File: config.mk
export PLATFORM = sky130hd
export DESIGN_NAME = eir_chan_end_flat
export DESIGN_NICKNAME = d
export VERILOG_FILES = /design/src/eir_pkg.sv /design/src/eir_link_if.sv /design/src/eir_chan_end.sv /design/src/eir_free_slot.sv /design/src/flat_wrapper.sv
export SDC_FILE = /design/constraint.sdc
export NUM_CORES = 1
export LEC_CHECK = 0
export BUFFER_PORTS_ARGS = -buffer_cell sky130_fd_sc_hd__buf_2
export CAP_MARGIN = 10
export CELL_PAD_IN_SITES_DETAIL_PLACEMENT = 1
export CELL_PAD_IN_SITES_GLOBAL_PLACEMENT = 1
export CORE_ASPECT_RATIO = 1.25
export CORE_UTILIZATION = 47
export DETAILED_ROUTE_END_ITERATION = 8
export GPL_TIMING_DRIVEN = 0
export PLACE_DENSITY = 0.81
export SYNTH_ARGS = -nofsm -noshare
export SYNTH_HDL_FRONTEND = slang
export SYNTH_SLANG_ARGS = --single-unit
File: constraint.sdc
create_clock -name clk -period 6.95 [get_ports clk]
set_clock_uncertainty 0.2 [all_clocks]
set_input_delay 0.3475 -clock clk [delete_from_list [all_inputs] [get_ports clk]]
set_output_delay 0.3475 -clock clk [all_outputs]
set_load 0.02 [all_outputs]
File: src/eir_pkg.sv
// Shared constants and types for exchange identifier reassignment.
// Assumes one clock domain and a frame-level parallel link.
// Functional notes
// - Disk flags Invalidate X_ID when leaving; code sets frmInval on disconnect only, not on termination
// - Disk ends sole dedicated connection on leave
// - Channel ACK to last frame invalidates X_ID; code sets ackInval on disconnect only, not on termination
// - Disconnect writes slot back, frees slot
// - Disk picks the port pair for reconnection
// - Reconnect frame carries null OX_ID
// - Reconnect frame: fresh RX_ID, new-ID flag
// - Disk returns original originator associator
// - Responder associator is disk's own choice
// - Disk waits for reconnect ACK first
// - Later frames carry no association header
// - Any reachable channel accepts reconnection
// - Null OX_ID routes by association header
// - Reconnect allocates a free buffer slot
// - Originator associator selects subchannel
// - Lock subchannel, load it into slot
// - New OX_ID from slot, sent in ACK
// - Later frames routed by OX_ID only
// - Termination writes slot back, frees slot
package eir_pkg;
	localparam int XID_W = 8;
	localparam int AS_W = 8;
	localparam int DATA_W = 16;
	localparam int PORT_W = 8;
	localparam int NUM_SLOT = 4;
	localparam int NUM_SUB = 16;
	localparam logic [XID_W-1:0] XID_NULL = 8'hFF;
	localparam logic [AS_W-1:0] AS_NULL = 8'hFF;
	localparam logic [XID_W-1:0] RXID_FIRST = 8'h00;
	localparam logic [DATA_W-1:0] DATA_RST = 16'h0000;

	typedef enum logic [1:0] {
		OP_RECON = 2'b00,
		OP_DATA = 2'b01,
		OP_DISC = 2'b10,
		OP_TERM = 2'b11
	} eir_op_e;

	typedef enum logic [1:0] {
		CH_IDLE = 2'b00,
		CH_EXEC = 2'b01,
		CH_ACK = 2'b11
	} eir_chan_st_e;

	typedef enum logic [1:0] {
		DK_IDLE = 2'b00,
		DK_SEND = 2'b01,
		DK_WAIT = 2'b11
	} eir_disk_st_e;
endpackage : eir_pkg

File: src/eir_link_if.sv
// Frame-level link between the disk end and the channel end.
// Assumes both ends share clk; one frame and one ACK at a time.
`timescale 1ns/10ps
interface eir_link_if;
	logic frmValid;
	logic frmReady;
	logic [eir_pkg::PORT_W-1:0] frmDid;
	logic [eir_pkg::PORT_W-1:0] frmSid;
	logic [eir_pkg::XID_W-1:0] frmOxId;
	logic [eir_pkg::XID_W-1:0] frmRxId;
	logic frmInval;
	logic frmNewXid;
	logic frmAssoc;
	logic frmLast;
	logic [eir_pkg::AS_W-1:0] frmOoAs;
	logic [eir_pkg::AS_W-1:0] frmRoAs;
	logic [eir_pkg::DATA_W-1:0] frmData;
	logic ackValid;
	logic [eir_pkg::XID_W-1:0] ackOxId;
	logic [eir_pkg::XID_W-1:0] ackRxId;
	logic ackInval;
	logic ackReject;

	modport chanEnd (
		input frmValid, frmDid, frmSid, frmOxId, frmRxId, frmInval,
		input frmNewXid, frmAssoc, frmLast, frmOoAs, frmRoAs, frmData,
		output frmReady, ackValid, ackOxId, ackRxId, ackInval, ackReject
	);
	modport diskEnd (
		output frmValid, frmDid, frmSid, frmOxId, frmRxId, frmInval,
		output frmNewXid, frmAssoc, frmLast, frmOoAs, frmRoAs, frmData,
		input frmReady, ackValid, ackOxId, ackRxId, ackInval, ackReject
	);
endinterface : eir_link_if

File: src/eir_chan_end.sv
// Channel end: local state buffer, subchannel pool, X_ID reassignment.
// Assumes the disk keeps one frame outstanding until its ACK.
`timescale 1ns/10ps
module eir_chan_end #(
	parameter int NUM_SLOT = eir_pkg::NUM_SLOT,
	parameter int NUM_SUB = eir_pkg::NUM_SUB
) (
	input wire logic clk,
	input wire logic rst_n,
	eir_link_if.chanEnd link,
	input wire logic hostWe,
	input wire logic [$clog2(NUM_SUB)-1:0] hostIdx,
	input wire logic [eir_pkg::DATA_W-1:0] hostWdata,
	output logic [eir_pkg::DATA_W-1:0] hostRdata,
	output logic [NUM_SLOT-1:0] slotBusy,
	output logic [NUM_SUB-1:0] subLocked
);
	localparam int SLOT_W = $clog2(NUM_SLOT);
	localparam int SUB_W = $clog2(NUM_SUB);
	localparam int XW = eir_pkg::XID_W;
	localparam int DW = eir_pkg::DATA_W;

	////////////////////////////////////////////////////////////////////
	eir_pkg::eir_chan_st_e state_q, state_d;
	logic rdy_q;
	logic [eir_pkg::PORT_W-1:0] fSid_q;
	logic [XW-1:0] fOxId_q, fRxId_q;
	logic fInval_q, fAssoc_q, fLast_q;
	logic [eir_pkg::AS_W-1:0] fOoAs_q;
	logic [DW-1:0] fData_q;
	logic ackValid_q, ackInval_q, ackReject_q;
	logic [XW-1:0] ackOxId_q, ackRxId_q;
	logic [NUM_SLOT-1:0] slotValid_q;
	logic [SUB_W-1:0] slotSub_q [NUM_SLOT];
	logic [DW-1:0] slotData_q [NUM_SLOT];
	logic [DW-1:0] subMem_q [NUM_SUB];
	logic [NUM_SUB-1:0] subLock_q;
	logic [DW-1:0] hostRdata_q;

	////////////////////////////////////////////////////////////////////
	wire frameTaken = (state_q == eir_pkg::CH_IDLE) && link.frmValid;
	wire inExec = (state_q == eir_pkg::CH_EXEC);
	// Null OX_ID with a header means reconnection, any sender
	wire isRecon = fAssoc_q && (fOxId_q == eir_pkg::XID_NULL);
	wire [SLOT_W-1:0] hitSlot = fOxId_q[SLOT_W-1:0];
	// Null never falls below NUM_SLOT, so it hits no slot
	wire oxInRange = (fOxId_q < XW'(NUM_SLOT));
	wire oxHit = !isRecon && oxInRange && slotValid_q[hitSlot];
	wire [SUB_W-1:0] subIdx = fOoAs_q[SUB_W-1:0];
	wire subInRange = (fOoAs_q < eir_pkg::AS_W'(NUM_SUB));
	wire freeFound;
	wire [SLOT_W-1:0] freeIdx;
	// A locked subchannel belongs to another exchange: refuse
	wire reconOk = isRecon && freeFound && subInRange && !subLock_q[subIdx];
	wire [DW-1:0] newData = slotData_q[hitSlot] + fData_q;
	wire leaving = fInval_q || fLast_q;
	wire doAlloc = inExec && reconOk;
	wire doData = inExec && oxHit;
	wire doRelease = doData && leaving;
	wire [SUB_W-1:0] relSub = slotSub_q[hitSlot];

	eir_free_slot #(
		.NUM(NUM_SLOT),
		.IDX_W(SLOT_W)
	) u_free (
		.busy(slotValid_q),
		.found(freeFound),
		.idx(freeIdx)
	);

	always_comb begin
		state_d = state_q;
		case (state_q)
			eir_pkg::CH_IDLE: begin
				if (link.frmValid) begin
					state_d = eir_pkg::CH_EXEC;
				end
			end
			eir_pkg::CH_EXEC: begin
				state_d = eir_pkg::CH_ACK;
			end
			default: begin
				state_d = eir_pkg::CH_IDLE;
			end
		endcase
	end

	////////////////////////////////////////////////////////////////////
	always_ff @(posedge clk or negedge rst_n) begin
		if (!rst_n) begin
			state_q <= eir_pkg::CH_IDLE;
			rdy_q <= 1'b0;
		end else begin
			state_q <= state_d;
			rdy_q <= (state_d == eir_pkg::CH_IDLE);
		end
	end

	// Frame capture; fields only meaningful once taken
	always_ff @(posedge clk or negedge rst_n) begin
		if (!rst_n) begin
			fSid_q <= '0;
			fOxId_q <= eir_pkg::XID_NULL;
			fRxId_q <= eir_pkg::XID_NULL;
			fInval_q <= 1'b0;
			fAssoc_q <= 1'b0;
			fLast_q <= 1'b0;
			fOoAs_q <= eir_pkg::AS_NULL;
			fData_q <= eir_pkg::DATA_RST;
		end else if (frameTaken) begin
			fSid_q <= link.frmSid;
			fOxId_q <= link.frmOxId;
			fRxId_q <= link.frmRxId;
			fInval_q <= link.frmInval;
			fAssoc_q <= link.frmAssoc;
			fLast_q <= link.frmLast;
			fOoAs_q <= link.frmOoAs;
			fData_q <= link.frmData;
		end
	end

	// ACK prepared in EXEC, shown for the one ACK cycle
	always_ff @(posedge clk or negedge rst_n) begin
		if (!rst_n) begin
			ackValid_q <= 1'b0;
			ackOxId_q <= eir_pkg::XID_NULL;
			ackRxId_q <= eir_pkg::XID_NULL;
			ackInval_q <= 1'b0;
			ackReject_q <= 1'b0;
		end else if (inExec) begin
			ackValid_q <= 1'b1;
			ackRxId_q <= fRxId_q;
			ackReject_q <= !(reconOk || oxHit);
			if (reconOk) begin
				ackOxId_q <= XW'(freeIdx);
			end else begin
				ackOxId_q <= fOxId_q;
			end
			ackInval_q <= oxHit && fInval_q;
		end else begin
			ackValid_q <= 1'b0;
			ackInval_q <= 1'b0;
			ackReject_q <= 1'b0;
		end
	end

	////////////////////////////////////////////////////////////////////
	// Slot bookkeeping
	always_ff @(posedge clk or negedge rst_n) begin
		if (!rst_n) begin
			slotValid_q <= '0;
		end else if (doAlloc) begin
			slotValid_q[freeIdx] <= 1'b1;
		end else if (doRelease) begin
			slotValid_q[hitSlot] <= 1'b0;
		end
	end

	// Buffer contents carry no reset; valid bits guard them
	always_ff @(posedge clk) begin
		if (doAlloc) begin
			slotSub_q[freeIdx] <= subIdx;
			slotData_q[freeIdx] <= subMem_q[subIdx];
		end else if (doData) begin
			slotData_q[hitSlot] <= newData;
		end
	end

	// Host preload loses to a write-back on the same cycle
	always_ff @(posedge clk) begin
		if (doRelease) begin
			subMem_q[relSub] <= newData;
		end else if (hostWe) begin
			subMem_q[hostIdx] <= hostWdata;
		end
		hostRdata_q <= subMem_q[hostIdx];
	end

	always_ff @(posedge clk or negedge rst_n) begin
		if (!rst_n) begin
			subLock_q <= '0;
		end else if (doAlloc) begin
			subLock_q[subIdx] <= 1'b1;
		end else if (doRelease) begin
			subLock_q[relSub] <= 1'b0;
		end
	end

	////////////////////////////////////////////////////////////////////
	assign link.frmReady = rdy_q;
	assign link.ackValid = ackValid_q;
	assign link.ackOxId = ackOxId_q;
	assign link.ackRxId = ackRxId_q;
	assign link.ackInval = ackInval_q;
	assign link.ackReject = ackReject_q;
	assign hostRdata = hostRdata_q;
	assign slotBusy = slotValid_q;
	assign subLocked = subLock_q;
endmodule : eir_chan_end

File: src/eir_free_slot.sv
// Lowest-index free slot finder for the local state buffer.
// Assumes busy vector comes from registers; purely combinational.
`timescale 1ns/10ps
module eir_free_slot #(
	parameter int NUM = 4,
	parameter int IDX_W = 2
) (
	input wire logic [NUM-1:0] busy,
	output logic found,
	output logic [IDX_W-1:0] idx
);
	logic [NUM:0] seen;
	logic [IDX_W-1:0] pick [NUM:0];

	assign seen[0] = 1'b0;
	assign pick[0] = '0;

	// Ripple keeps the lowest free index
	for (genvar i = 0; i < NUM; i++) begin : g_scan
		assign seen[i+1] = seen[i] | ~busy[i];
		assign pick[i+1] = (!seen[i] && !busy[i]) ? IDX_W'(i) : pick[i];
	end

	assign found = seen[NUM];
	assign idx = pick[NUM];
endmodule : eir_free_slot

File: src/flat_wrapper.sv
// flat-port wrapper written by rule: the top's interface ports become plain ports
module eir_chan_end_flat 
#(
	parameter int NUM_SLOT = eir_pkg::NUM_SLOT,
	parameter int NUM_SUB = eir_pkg::NUM_SUB
)
  (clk, rst_n, hostWe, hostIdx, hostWdata, hostRdata, slotBusy, subLocked, link_frmValid, link_frmDid, link_frmSid, link_frmOxId, link_frmRxId, link_frmInval, link_frmNewXid, link_frmAssoc, link_frmLast, link_frmOoAs, link_frmRoAs, link_frmData, link_frmReady, link_ackValid, link_ackOxId, link_ackRxId, link_ackInval, link_ackReject);
  eir_link_if link_i ();
  input wire logic clk;
  input wire logic rst_n;
  input wire logic hostWe;
  input wire logic [$clog2(NUM_SUB)-1:0] hostIdx;
  input wire logic [eir_pkg::DATA_W-1:0] hostWdata;
  output logic [eir_pkg::DATA_W-1:0] hostRdata;
  output logic [NUM_SLOT-1:0] slotBusy;
  output logic [NUM_SUB-1:0] subLocked;
  input wire logic [$bits(link_i.frmValid)-1:0] link_frmValid;
  input wire logic [$bits(link_i.frmDid)-1:0] link_frmDid;
  input wire logic [$bits(link_i.frmSid)-1:0] link_frmSid;
  input wire logic [$bits(link_i.frmOxId)-1:0] link_frmOxId;
  input wire logic [$bits(link_i.frmRxId)-1:0] link_frmRxId;
  input wire logic [$bits(link_i.frmInval)-1:0] link_frmInval;
  input wire logic [$bits(link_i.frmNewXid)-1:0] link_frmNewXid;
  input wire logic [$bits(link_i.frmAssoc)-1:0] link_frmAssoc;
  input wire logic [$bits(link_i.frmLast)-1:0] link_frmLast;
  input wire logic [$bits(link_i.frmOoAs)-1:0] link_frmOoAs;
  input wire logic [$bits(link_i.frmRoAs)-1:0] link_frmRoAs;
  input wire logic [$bits(link_i.frmData)-1:0] link_frmData;
  output wire logic [$bits(link_i.frmReady)-1:0] link_frmReady;
  output wire logic [$bits(link_i.ackValid)-1:0] link_ackValid;
  output wire logic [$bits(link_i.ackOxId)-1:0] link_ackOxId;
  output wire logic [$bits(link_i.ackRxId)-1:0] link_ackRxId;
  output wire logic [$bits(link_i.ackInval)-1:0] link_ackInval;
  output wire logic [$bits(link_i.ackReject)-1:0] link_ackReject;
  assign link_i.frmValid = link_frmValid;
  assign link_i.frmDid = link_frmDid;
  assign link_i.frmSid = link_frmSid;
  assign link_i.frmOxId = link_frmOxId;
  assign link_i.frmRxId = link_frmRxId;
  assign link_i.frmInval = link_frmInval;
  assign link_i.frmNewXid = link_frmNewXid;
  assign link_i.frmAssoc = link_frmAssoc;
  assign link_i.frmLast = link_frmLast;
  assign link_i.frmOoAs = link_frmOoAs;
  assign link_i.frmRoAs = link_frmRoAs;
  assign link_i.frmData = link_frmData;
  assign link_frmReady = link_i.frmReady;
  assign link_ackValid = link_i.ackValid;
  assign link_ackOxId = link_i.ackOxId;
  assign link_ackRxId = link_i.ackRxId;
  assign link_ackInval = link_i.ackInval;
  assign link_ackReject = link_i.ackReject;
  eir_chan_end #(.NUM_SLOT(NUM_SLOT), .NUM_SUB(NUM_SUB)) u_core (.clk(clk), .rst_n(rst_n), .link(link_i), .hostWe(hostWe), .hostIdx(hostIdx), .hostWdata(hostWdata), .hostRdata(hostRdata), .slotBusy(slotBusy), .subLocked(subLocked));
endmodule
Word level (Yosys, flattened, before mapping). Memories as Yosys holds them, arrays and structs flattened. A register that Yosys moved wholly into a read port is not among the register bits. Cells that the tools add are included.

Eq/ne operators: 2. Bitwise gates (word level): 13. Reductions and logical operators: 33. Magnitude comparators: 10. Mux-type cells: 41. Add/sub/neg operators: 1.

Operators by type and width (count): two-way mux 16 bit (4); OR reduction 16 bit (2); two-way mux 1 bit (22); logical AND 1 bit (18); adder 16 bit (1); bitwise AND 16 bit (1); inverter 16 bit (1); OR 16 bit (1); two-way mux 4 bit (3); less-than comparator 4 x 5 -> 1 bit, second input constant (2); demux 1 bit (select 4 bit) (2); equality test 8 bit, second input constant (1); >= comparator 4 x 1 -> 1 bit, second input constant (2); zero test 1 bit (8); less-than comparator 8 x 3 -> 1 bit, second input constant (1); less-than comparator 8 x 5 -> 1 bit, second input constant (1); two-way mux 2 bit (4); two-way mux 8 bit (1); less-than comparator 2 x 3 -> 1 bit, second input constant (2); bitwise AND 4 bit (1); binary-select mux 1 bit (select 4 bit) (1); demux 1 bit (select 2 bit) (2); >= comparator 2 x 1 -> 1 bit, second input constant (2); zero test 2 bit (2); other kinds (9) (15).

Bits of input ports: 92. Memories: 3. Word-level logic and storage cells: 119. Memory bits (writable): 336. Register bits: 85. Output and inout port bits: 56.

Memories: u_core.subMem_q (words 16, bits a word 16, read ports 2, clocked after memory_dff 1, write ports 1, line eir_chan_end.sv:36) `logic [DW-1:0] subMem_q [NUM_SUB];`; u_core.slotData_q (words 4, bits a word 16, read ports 1, clocked after memory_dff 0, write ports 1, line eir_chan_end.sv:35) `logic [DW-1:0] slotData_q [NUM_SLOT];`; u_core.slotSub_q (words 4, bits a word 4, read ports 1, clocked after memory_dff 0, write ports 1, line eir_chan_end.sv:34) `logic [SUB_W-1:0] slotSub_q [NUM_SLOT];`.

Longest topological paths before layout. Gate-level depths: netlist (run 1).

Depth after elaboration: 12. Gate-level depth with buffers: 12. Depth with buffers taken out: 10.

Hierarchy. Synthesis (run 1) repeated with hierarchy kept, for this count alone.

Cells, all modules: 1062. Area, all modules: 19528.7 sq um.

Modules (own cells, without submodules): eir_chan_end (area an instance 19500.0 sq um, cells an instance 1057, times used 1, seq. area each 12562.0 sq um); eir_free_slot (area an instance 28.8 sq um, cells an instance 5, times used 1, seq. area each 0.0 sq um).

Least setup slack after synthesis (run 1). Ideal clock, no wire load.

Kind: reg2reg. Start point: register u_core.fOxId_q[0]. End point: memory u_core.subMem_q[0][10] in the netlist's numbering, data pin. Period minus slack after synthesis: 4363 ps. Stages on the path, launching flop included: 13. Slack: 2587 ps. Data required time: 6420 ps. Arrival time: 3833 ps. Buffers on the path: 2. Setup time: 330 ps. Cell sequence: dfstp_2 > buf_4 > buf_1 > mux4_2 > ha_1 > inv_1 > fa_1 > nand2b_1 > a211oi_1 > o31a_1 > o21a_1 > o311ai_0 > o21ai_0.

Longest elaborated chain between the ends: 11.

Ends and longest elaborated chain: start, declared (line eir_chan_end.sv:27) `logic [XW-1:0] fOxId_q, fRxId_q;`; start signal, assigned (line eir_chan_end.sv:103) `fOxId_q <= eir_pkg::XID_NULL;`; start signal, assigned (line eir_chan_end.sv:112) `fOxId_q <= link.frmOxId;`; parallel branches: the longest is 10 deep, another holds less-than comparator 8 x 3 -> 1 bit; two-way mux 16 bit (no source line) *; end, declared (line eir_chan_end.sv:36).

Mark *: on every way between the ends. The select of a mux whose other input is x is not followed.

Worst setup path in the final report (run 1).
Start point: register u_core.fOxId_q[0]. End point: memory u_core.subMem_q[15][14] in the netlist's numbering, data pin.

The elaborated chain is that of the path after synthesis.

==> results of run 1 <==
synth_stat cells (8+ instances only):
cell        n
buf_2      13
nand2_1    65
xor2_1      8
nor2_1     37
edfxtp_1  336
a31oi_1     8
a21oi_1    51
inv_1       9
nand2b_1    8
o21ai_0    38
dfrtp_1    44
dfxtp_1    16
clkbuf_1   37
mux4_2    184
mux2_2     43
nand3_1     9
ha_1       15
buf_1      12
dfstp_2    40
registers in the layout (all words and copies together), names as in the netlist, 4 cells and up:
register,cells
u_core.subMem_q,256
u_core.slotData_q,64
u_core.fData_q,16
u_core.hostRdata,16
u_core.slotSub_q,16
u_core.subLocked,16
u_core.fOoAs_q,8
u_core.fOxId_q,8
u_core.fRxId_q,8
u_core.link.ackOxId,8
u_core.link.ackRxId,8
u_core.slotBusy,4
worst paths after layout:
| kind | from | endpoint | cells after the start |
|---|---|---|---|
| min in group asynchronous | rst_n | u_core.fAssoc_q | 3 |
| hold reg to reg | u_core.fRxId_q[4] | u_core.link.ackRxId[4] | 2 |
| setup reg to reg | u_core.fOxId_q[0] | u_core.subMem_q[15][14] | 12 |
| max in group asynchronous | rst_n | u_core.fData_q[14] | 3 |
| hold / removal | hostWdata[10] | u_core.subMem_q[2][10] | 3 |
| setup / recovery | u_core.fOxId_q[0] | u_core.subMem_q[15][14] | 12 |
per-stage QoR:
step	hold WS, ps	setup WS [ps]
floorplan	-148	2590
global placement	241	1300
detailed placement	4.38	1340
CTS	89.4	1200
global route	119	908
finish	98.0	1350
worst reg2reg max path, stage by stage (launching register included):
cell,delay (ps)
dfstp_2,540
buf_4,230
buf_1,730
mux4_2,380
ha_1,220
inv_1,80
fa_1,430
nand2b_1,220
a211oi_1,510
o21ai_0,290
a21oi_1,300
xnor2_1,180
a21oi_1,910
power by group through the flow:
stage          combinational, mW  sequential (mW)  clock [mW]
3_3_place_gp                3.36             3.94           0
3_5_place_dp                3.63             3.95           0
6_report                    3.77             3.92        2.53
4_1_cts                     3.72             3.91        2.54
5_1_grt                     4.03             3.95        2.63
2_1_floorplan               2.32             3.98           0
cell type report:
cell class | instances | area share
Multi-Input combinational cell | 555 | 0.286
Timing Repair Buffer | 196 | 0.0654
Sequential cell | 436 | 0.540
Clock buffer | 55 | 0.0509
Inverter | 10 | 0.00161
Tap cell | 552 | 0.0297
Antenna cell | 1 | 0.000108
Clock inverter | 27 | 0.0138
Buffer | 66 | 0.0122
logic make-up (layout without fill, tap and decap cells):
group                      count (synthesis)  after routing  synth area share
muxes                                    229            229             0.240
and+or+nand+nor                          163            163            0.0408
AOI/OAI and AO/OA                        133            133            0.0407
buffers and inverters                     76            354            0.0165
adders and majority gates                 16             16            0.0107
other                                      0              1                 0
xor gates and xnor gates                  14             14           0.00630
DFF                                      436            436             0.645
metal layers:
metal	up-vias	global-route usage
met5	-	0
met4	2	0.128
li1	4861	-
met2	676	0.502
met3	171	0.0517
met1	6367	0.335
what timing repair did:
| action | CTS | global route |
|---|---|---|
| hold buffers | 46 | 0 |
| endpoints found under the hold margin | 89 | 0 |
| resized for setup | 0 | 0 |
==> impl_metrics.toml, run 1 <==
[run_status]
outcome = "complete, no violations"

[sta]
fmax_ghz = 0.179
fin_crit_ps = 5600
tightest_slew_ps = 1250
rsz0062_at_grt = "false"
fin_crit_sh = 0.805
slew-limit-headroom = 0.169
finalSetupTns_ps = 0
setup_violations = 0
drv_slew = 0
finalHoldViolCount = 0

[critical_path]
reg2reg_slack_ps = 1350
worst-setup-path-type = "reg2reg"
crit_top_cell = "a21oi_1"
slowest_stage = "a21oi_1"
arrival_ps = 5590
required_ps = 6950
cp_max_fo = 16
worstPathCellList = "buf_4, buf_1, mux4_2, ha_1, inv_1, fa_1, nand2b_1, a211oi_1, o21ai_0, a21oi_1, xnor2_1, a21oi_1"
start_kind = "flip-flop"
critPathMaxStageDelay_ps = 910
crit_family = "compound AO/OA/AOI/OAI gates"
cp_num_buf_inv = 3
end_kind = "flip-flop"

[clock_tree]
clock_sinks = 436
cts_tree = "done"
htree_num_levels = 2
clk_path_buf_depth = 3
cts_buffers = 44
cts_root_buf = "clkbuf_16"
clkLatencyLatePin_ps = 580
post-cts-setup-buffers = 0
cts.clk_slew.worst_paths_ps = 60

[power]
finalPower_mw = 10.2
power.share.sequential = 0.384
ir_drop_v = 0.000191
power_switching_mw = 3.56
p_comb_frac = 0.369
intPower_mw = 6.66
p_sw_frac = 0.349
powerDensity_nw_per_um2 = 440
cellLeakagePower_nw = 8.12
clkPwrFrac = 0.248

[detailed_routing]
dr_wl_met2_mm = 30.6
route.met3.wl_mm = 4.07
ant_nets = 0
drtPass1Iterations = 5
wirelength_mm = 58.0
maxUsedRoutingLayer = "met5"
wl_met1_mm = 20.6
num_vias = 12100
via_per_inst = 6.36
drtIter0Drc = 1345
drc_errors = 0
wire_per_inst_um = 30.6

[synth]
ys_warn_count = 0
synth_edf_count = 336
synth_largest_area_cell = "edfxtp_1"
synth-main-ff-cell = "edfxtp_1"
async_flop_share = 0.193
ys_top_cells_by_area = "edfxtp_1, mux4_2, dfrtp_1"
synth_top_area_frac = 0.518
yosys.cell_types.count = 63
synth_seq_area_share = 0.645
syn_inst = 1067
syn_avg_cell_area_um2 = 18.2
synth_seq_cells = 436
syn_area_um2 = 19500
synth_nets = 1175

[finish]
fin_cells = 1898
layout_commonest_cell = "edfxtp_1"
nets = 1417
synthToLayoutAreaGrowth_pct = 19.4
final_cell_mix = "edfxtp_1, mux4_2, buf_2"
fillers = 3693
post-route-util = 0.568
fin_area_um2 = 23200
drive_gt1_frac = 0.399
seqCellArea_um2 = 12600
multi_input_area_um2 = 6640

[floorplan]
die_area_um2 = 42200
initial_core_util = 0.476
io-pin-count = 148
die_h_um = 230
die_x_um = 184
rows = 83
core_um2 = 40900

[placed_design]
port_buffers = 119
routabilityCongestion = 0.828
hpwl_mm = 38.9
place_area_um2 = 21200
place_inst = 1766

[global_route]
grtUsageTotal = 0.284
grt_pass1_wl_mm = 86.0
grt_max_degree = 74
antenna_found_initial = 2
gr-total-overflow = 0
grt_pass1_vias = 13200

[run]
drv_cap = 0

[min_path]
hold_class = "in2reg"
No activity file was read; power rests on OpenSTA's default activity.
==> run 2: changes to the inputs <==
--- a/config.mk
+++ b/config.mk
@@ -5,15 +5,16 @@
 export SDC_FILE = /design/constraint.sdc
 export NUM_CORES = 1
 export LEC_CHECK = 0
+export ABC_AREA = 1
 export BUFFER_PORTS_ARGS = -buffer_cell sky130_fd_sc_hd__buf_2
 export CAP_MARGIN = 10
 export CELL_PAD_IN_SITES_DETAIL_PLACEMENT = 1
 export CELL_PAD_IN_SITES_GLOBAL_PLACEMENT = 1
 export CORE_ASPECT_RATIO = 1.25
-export CORE_UTILIZATION = 47
+export CORE_UTILIZATION = 43
 export DETAILED_ROUTE_END_ITERATION = 8
 export GPL_TIMING_DRIVEN = 0
-export PLACE_DENSITY = 0.81
+export PLACE_DENSITY = 0.84
 export SYNTH_ARGS = -nofsm -noshare
 export SYNTH_HDL_FRONTEND = slang
 export SYNTH_SLANG_ARGS = --single-unit
==> constraint.sdc (replaced) <==
create_clock -name clk -period 4.5 [get_ports clk]
set_clock_uncertainty 0.2 [all_clocks]
set_input_delay 0.225 -clock clk [delete_from_list [all_inputs] [get_ports clk]]
set_output_delay 0.225 -clock clk [all_outputs]
set_load 0.02 [all_outputs]
==> run 2 against run 1 <==
Against the previous run: synthesized cell count rose by 83%; routed wire length is 42% higher; utilization fell by 4.8 points; clock power grew 58%; final cell count grew 48%; combinational power increased by 71%; final area grew 3.4%; fmax increased by 32%; global-route usage up 5.9 points; flip-flop and latch count is the same; clock-buffer cell count rose by 11; first-iteration DRC count grew 48%; critical path type unchanged; largest cell class unchanged; largest power group is now combinational cells.
==> impl_metrics.toml, run 2 <==
[run_status]
outcome = "complete, no violations"

[clock_tree]
cts.clk_slew.worst_paths_ps = 70
clk_path_buf_depth = 3
post-cts-setup-buffers = 0
clock_sinks = 436
cts_root_buf = "clkbuf_16"
cts_tree = "done"
cts_buffers = 46
htree_num_levels = 2
clkLatencyLatePin_ps = 640

[sta]
fin_crit_sh = 0.945
fin_crit_ps = 4250
finalSetupTns_ps = 0
tightest_slew_ps = 1180
worst_slack_ps = 247
hold_slack_ps = 54.5
fmax_ghz = 0.235
setup_violations = 0
drv_slew = 0
slew-limit-headroom = 0.216
finalHoldViolCount = 0
rsz0062_at_grt = "false"

[detailed_routing]
wl_met1_mm = 28.2
wire_per_inst_um = 29.4
maxUsedRoutingLayer = "met5"
dr_wl_met2_mm = 39.2
route.met3.wl_mm = 8.43
drc_errors = 0
drtPass1Iterations = 7
num_vias = 18200
ant_nets = 0
via_per_inst = 6.47
wirelength_mm = 82.5
drtIter0Drc = 1997

[critical_path]
end_kind = "flip-flop"
arrival_ps = 4380
cp_max_fo = 16
r2r-start = "u_core.fOxId_q[0]"
startpoint = "u_core.fOxId_q[0]"
required_ps = 4620
start_kind = "flip-flop"
worst-setup-path-type = "reg2reg"

[finish]
fin_cells = 2809
reg_top3 = "u_core.subMem_q (256), u_core.slotData_q (64)"
post-route-util = 0.520
synthToLayoutAreaGrowth_pct = 19.0
nets = 2293
top_register = "u_core.subMem_q"
final_cell_mix = "nand2_1, edfxtp_1, nor2_1"
layout_commonest_cell = "nand2_1"
largest_reg_flops = 256
drive_gt1_frac = 0.167
fillers = 5052
fin_area_um2 = 24000

[synth]
ys_top_cells_by_area = "edfxtp_1, nand2_1, a22oi_1"
synth_nets = 2057
async_flop_share = 0.193
synth_most_common_cell = "nand2_1"
synth_top_area_frac = 0.499
synth_seq_area_share = 0.622
synth_seq_cells = 436
ys_warn_count = 0
syn_avg_cell_area_um2 = 10.4
synth_edf_count = 336
syn_inst = 1949
syn_area_um2 = 20200
yosys.cell_types.count = 47
synth-main-ff-cell = "edfxtp_1"
synthTopCellsByCount = "nand2_1, edfxtp_1, nor2_1"
synth_largest_area_cell = "edfxtp_1"

[floorplan]
rows = 88
core_um2 = 46200
die_h_um = 244
die_area_um2 = 47900
initial_core_util = 0.437
die_x_um = 196
io-pin-count = 148

[global_route]
gr-total-overflow = 0
grt_max_degree = 52
grt_pass1_vias = 19100
grtUsageTotal = 0.343
antenna_found_initial = 4
grt_pass1_wl_mm = 120

[placed_design]
dpl_worst_slack_ps = -453
hpwl_mm = 55.6
place_area_um2 = 22000
routabilityCongestion = 0.930
port_buffers = 119
place_inst = 2676

[power]
ir_drop_v = 0.000356
powerDensity_nw_per_um2 = 685
cellLeakagePower_nw = 9.39
finalPower_mw = 16.5

[min_path]
hold_class = "in2async"

[run]
drv_cap = 0
## run 2: cell types whose count changed after synthesis, sizes merged, moves of 8 or more
| cell | before | now |
|---|---|---|
| mux2 | 44 | 20 |
| inv | 10 | 77 |
| o21bai | 1 | 11 |
| buf | 29 | 44 |
| nand2 | 66 | 437 |
| a22oi | 1 | 151 |
| nand2b | 8 | 0 |
| nand3 | 9 | 125 |
| o221ai | 0 | 54 |
| nor2 | 37 | 225 |
| mux4 | 184 | 0 |
| clkbuf | 37 | 73 |
| o21ai | 39 | 171 |
## run 2: worst max-delay path, stage by stage (launching register included)
cell     delay (ps)
dfstp_2         520
buf_4           180
nand2_1         110
inv_2            90
buf_2           260
buf_1           500
nand2_1         100
nand3_1         130
ha_1            310
a21oi_1         210
o21ai_0         170
a21oi_1         370
nand2_1         130
nand2_1         130
nand3_1          70
nand2_1         460
## run 2: metal layers
metal	global-route usage	vias up
met4	0.248	4
li1	-	7490
met2	0.566	1304
met3	0.0936	446
met1	0.381	8937
met5	0	-
## run 2: final timing paths
kind / end / slack (ps) / cells past startpoint
min in group clk: u_core.subMem_q[12][1] / 60 / 4
hold / removal: u_core.link.ackRxId[2] / 50 / 2
setup reg to reg: u_core.subMem_q[7][15] / 250 / 15
hold reg to reg: u_core.fRxId_q[3] / 280 / 2
max in group asynchronous: u_core.fOoAs_q[4] / 3690 / 3
setup / recovery: u_core.subMem_q[7][15] / 250 / 15
## run 2: cell type report
cell class	instances	area (um2)	area share
sequential	436	12600	0.523
multi-input combinational	1318	6900	0.287
timing repair buffer	188	1460	0.0608
clock buffer	66	1340	0.0556
tap	585	732	0.0305
buffer	117	514	0.0214
inverter	78	295	0.0123
clock inverter	20	231	0.00963
antenna	1	2.50	0.000104
## run 2: kinds of logic after synthesis
family | Yosys count | share of synthesized area
flip-flops | 436 | 0.622
buffers and inverters | 195 | 0.0398
XOR/XNOR | 7 | 0.00303
AO/OA/AOI/OAI | 468 | 0.149
AND/OR/NAND/NOR | 807 | 0.165
multiplexers | 20 | 0.0111
adder cells (fa/ha/maj) | 16 | 0.0103
## run 2: power by group
group	internal [mW]	total (mW)	switching, mW	leakage [nW]
Clock	2.26	4.01	1.75	0.763
Sequential	5.72	6.02	0.294	4.16
Combinational	1.64	6.43	4.79	4.47
## run 2: timing repair
action / in CTS / in global routing
cloned: 0 / 0
endpoints found under the setup margin: 112 / 136
hold buffers: 46 / 0
endpoints found under the hold margin: 113 / 0
gates resized for setup: 5 / 5
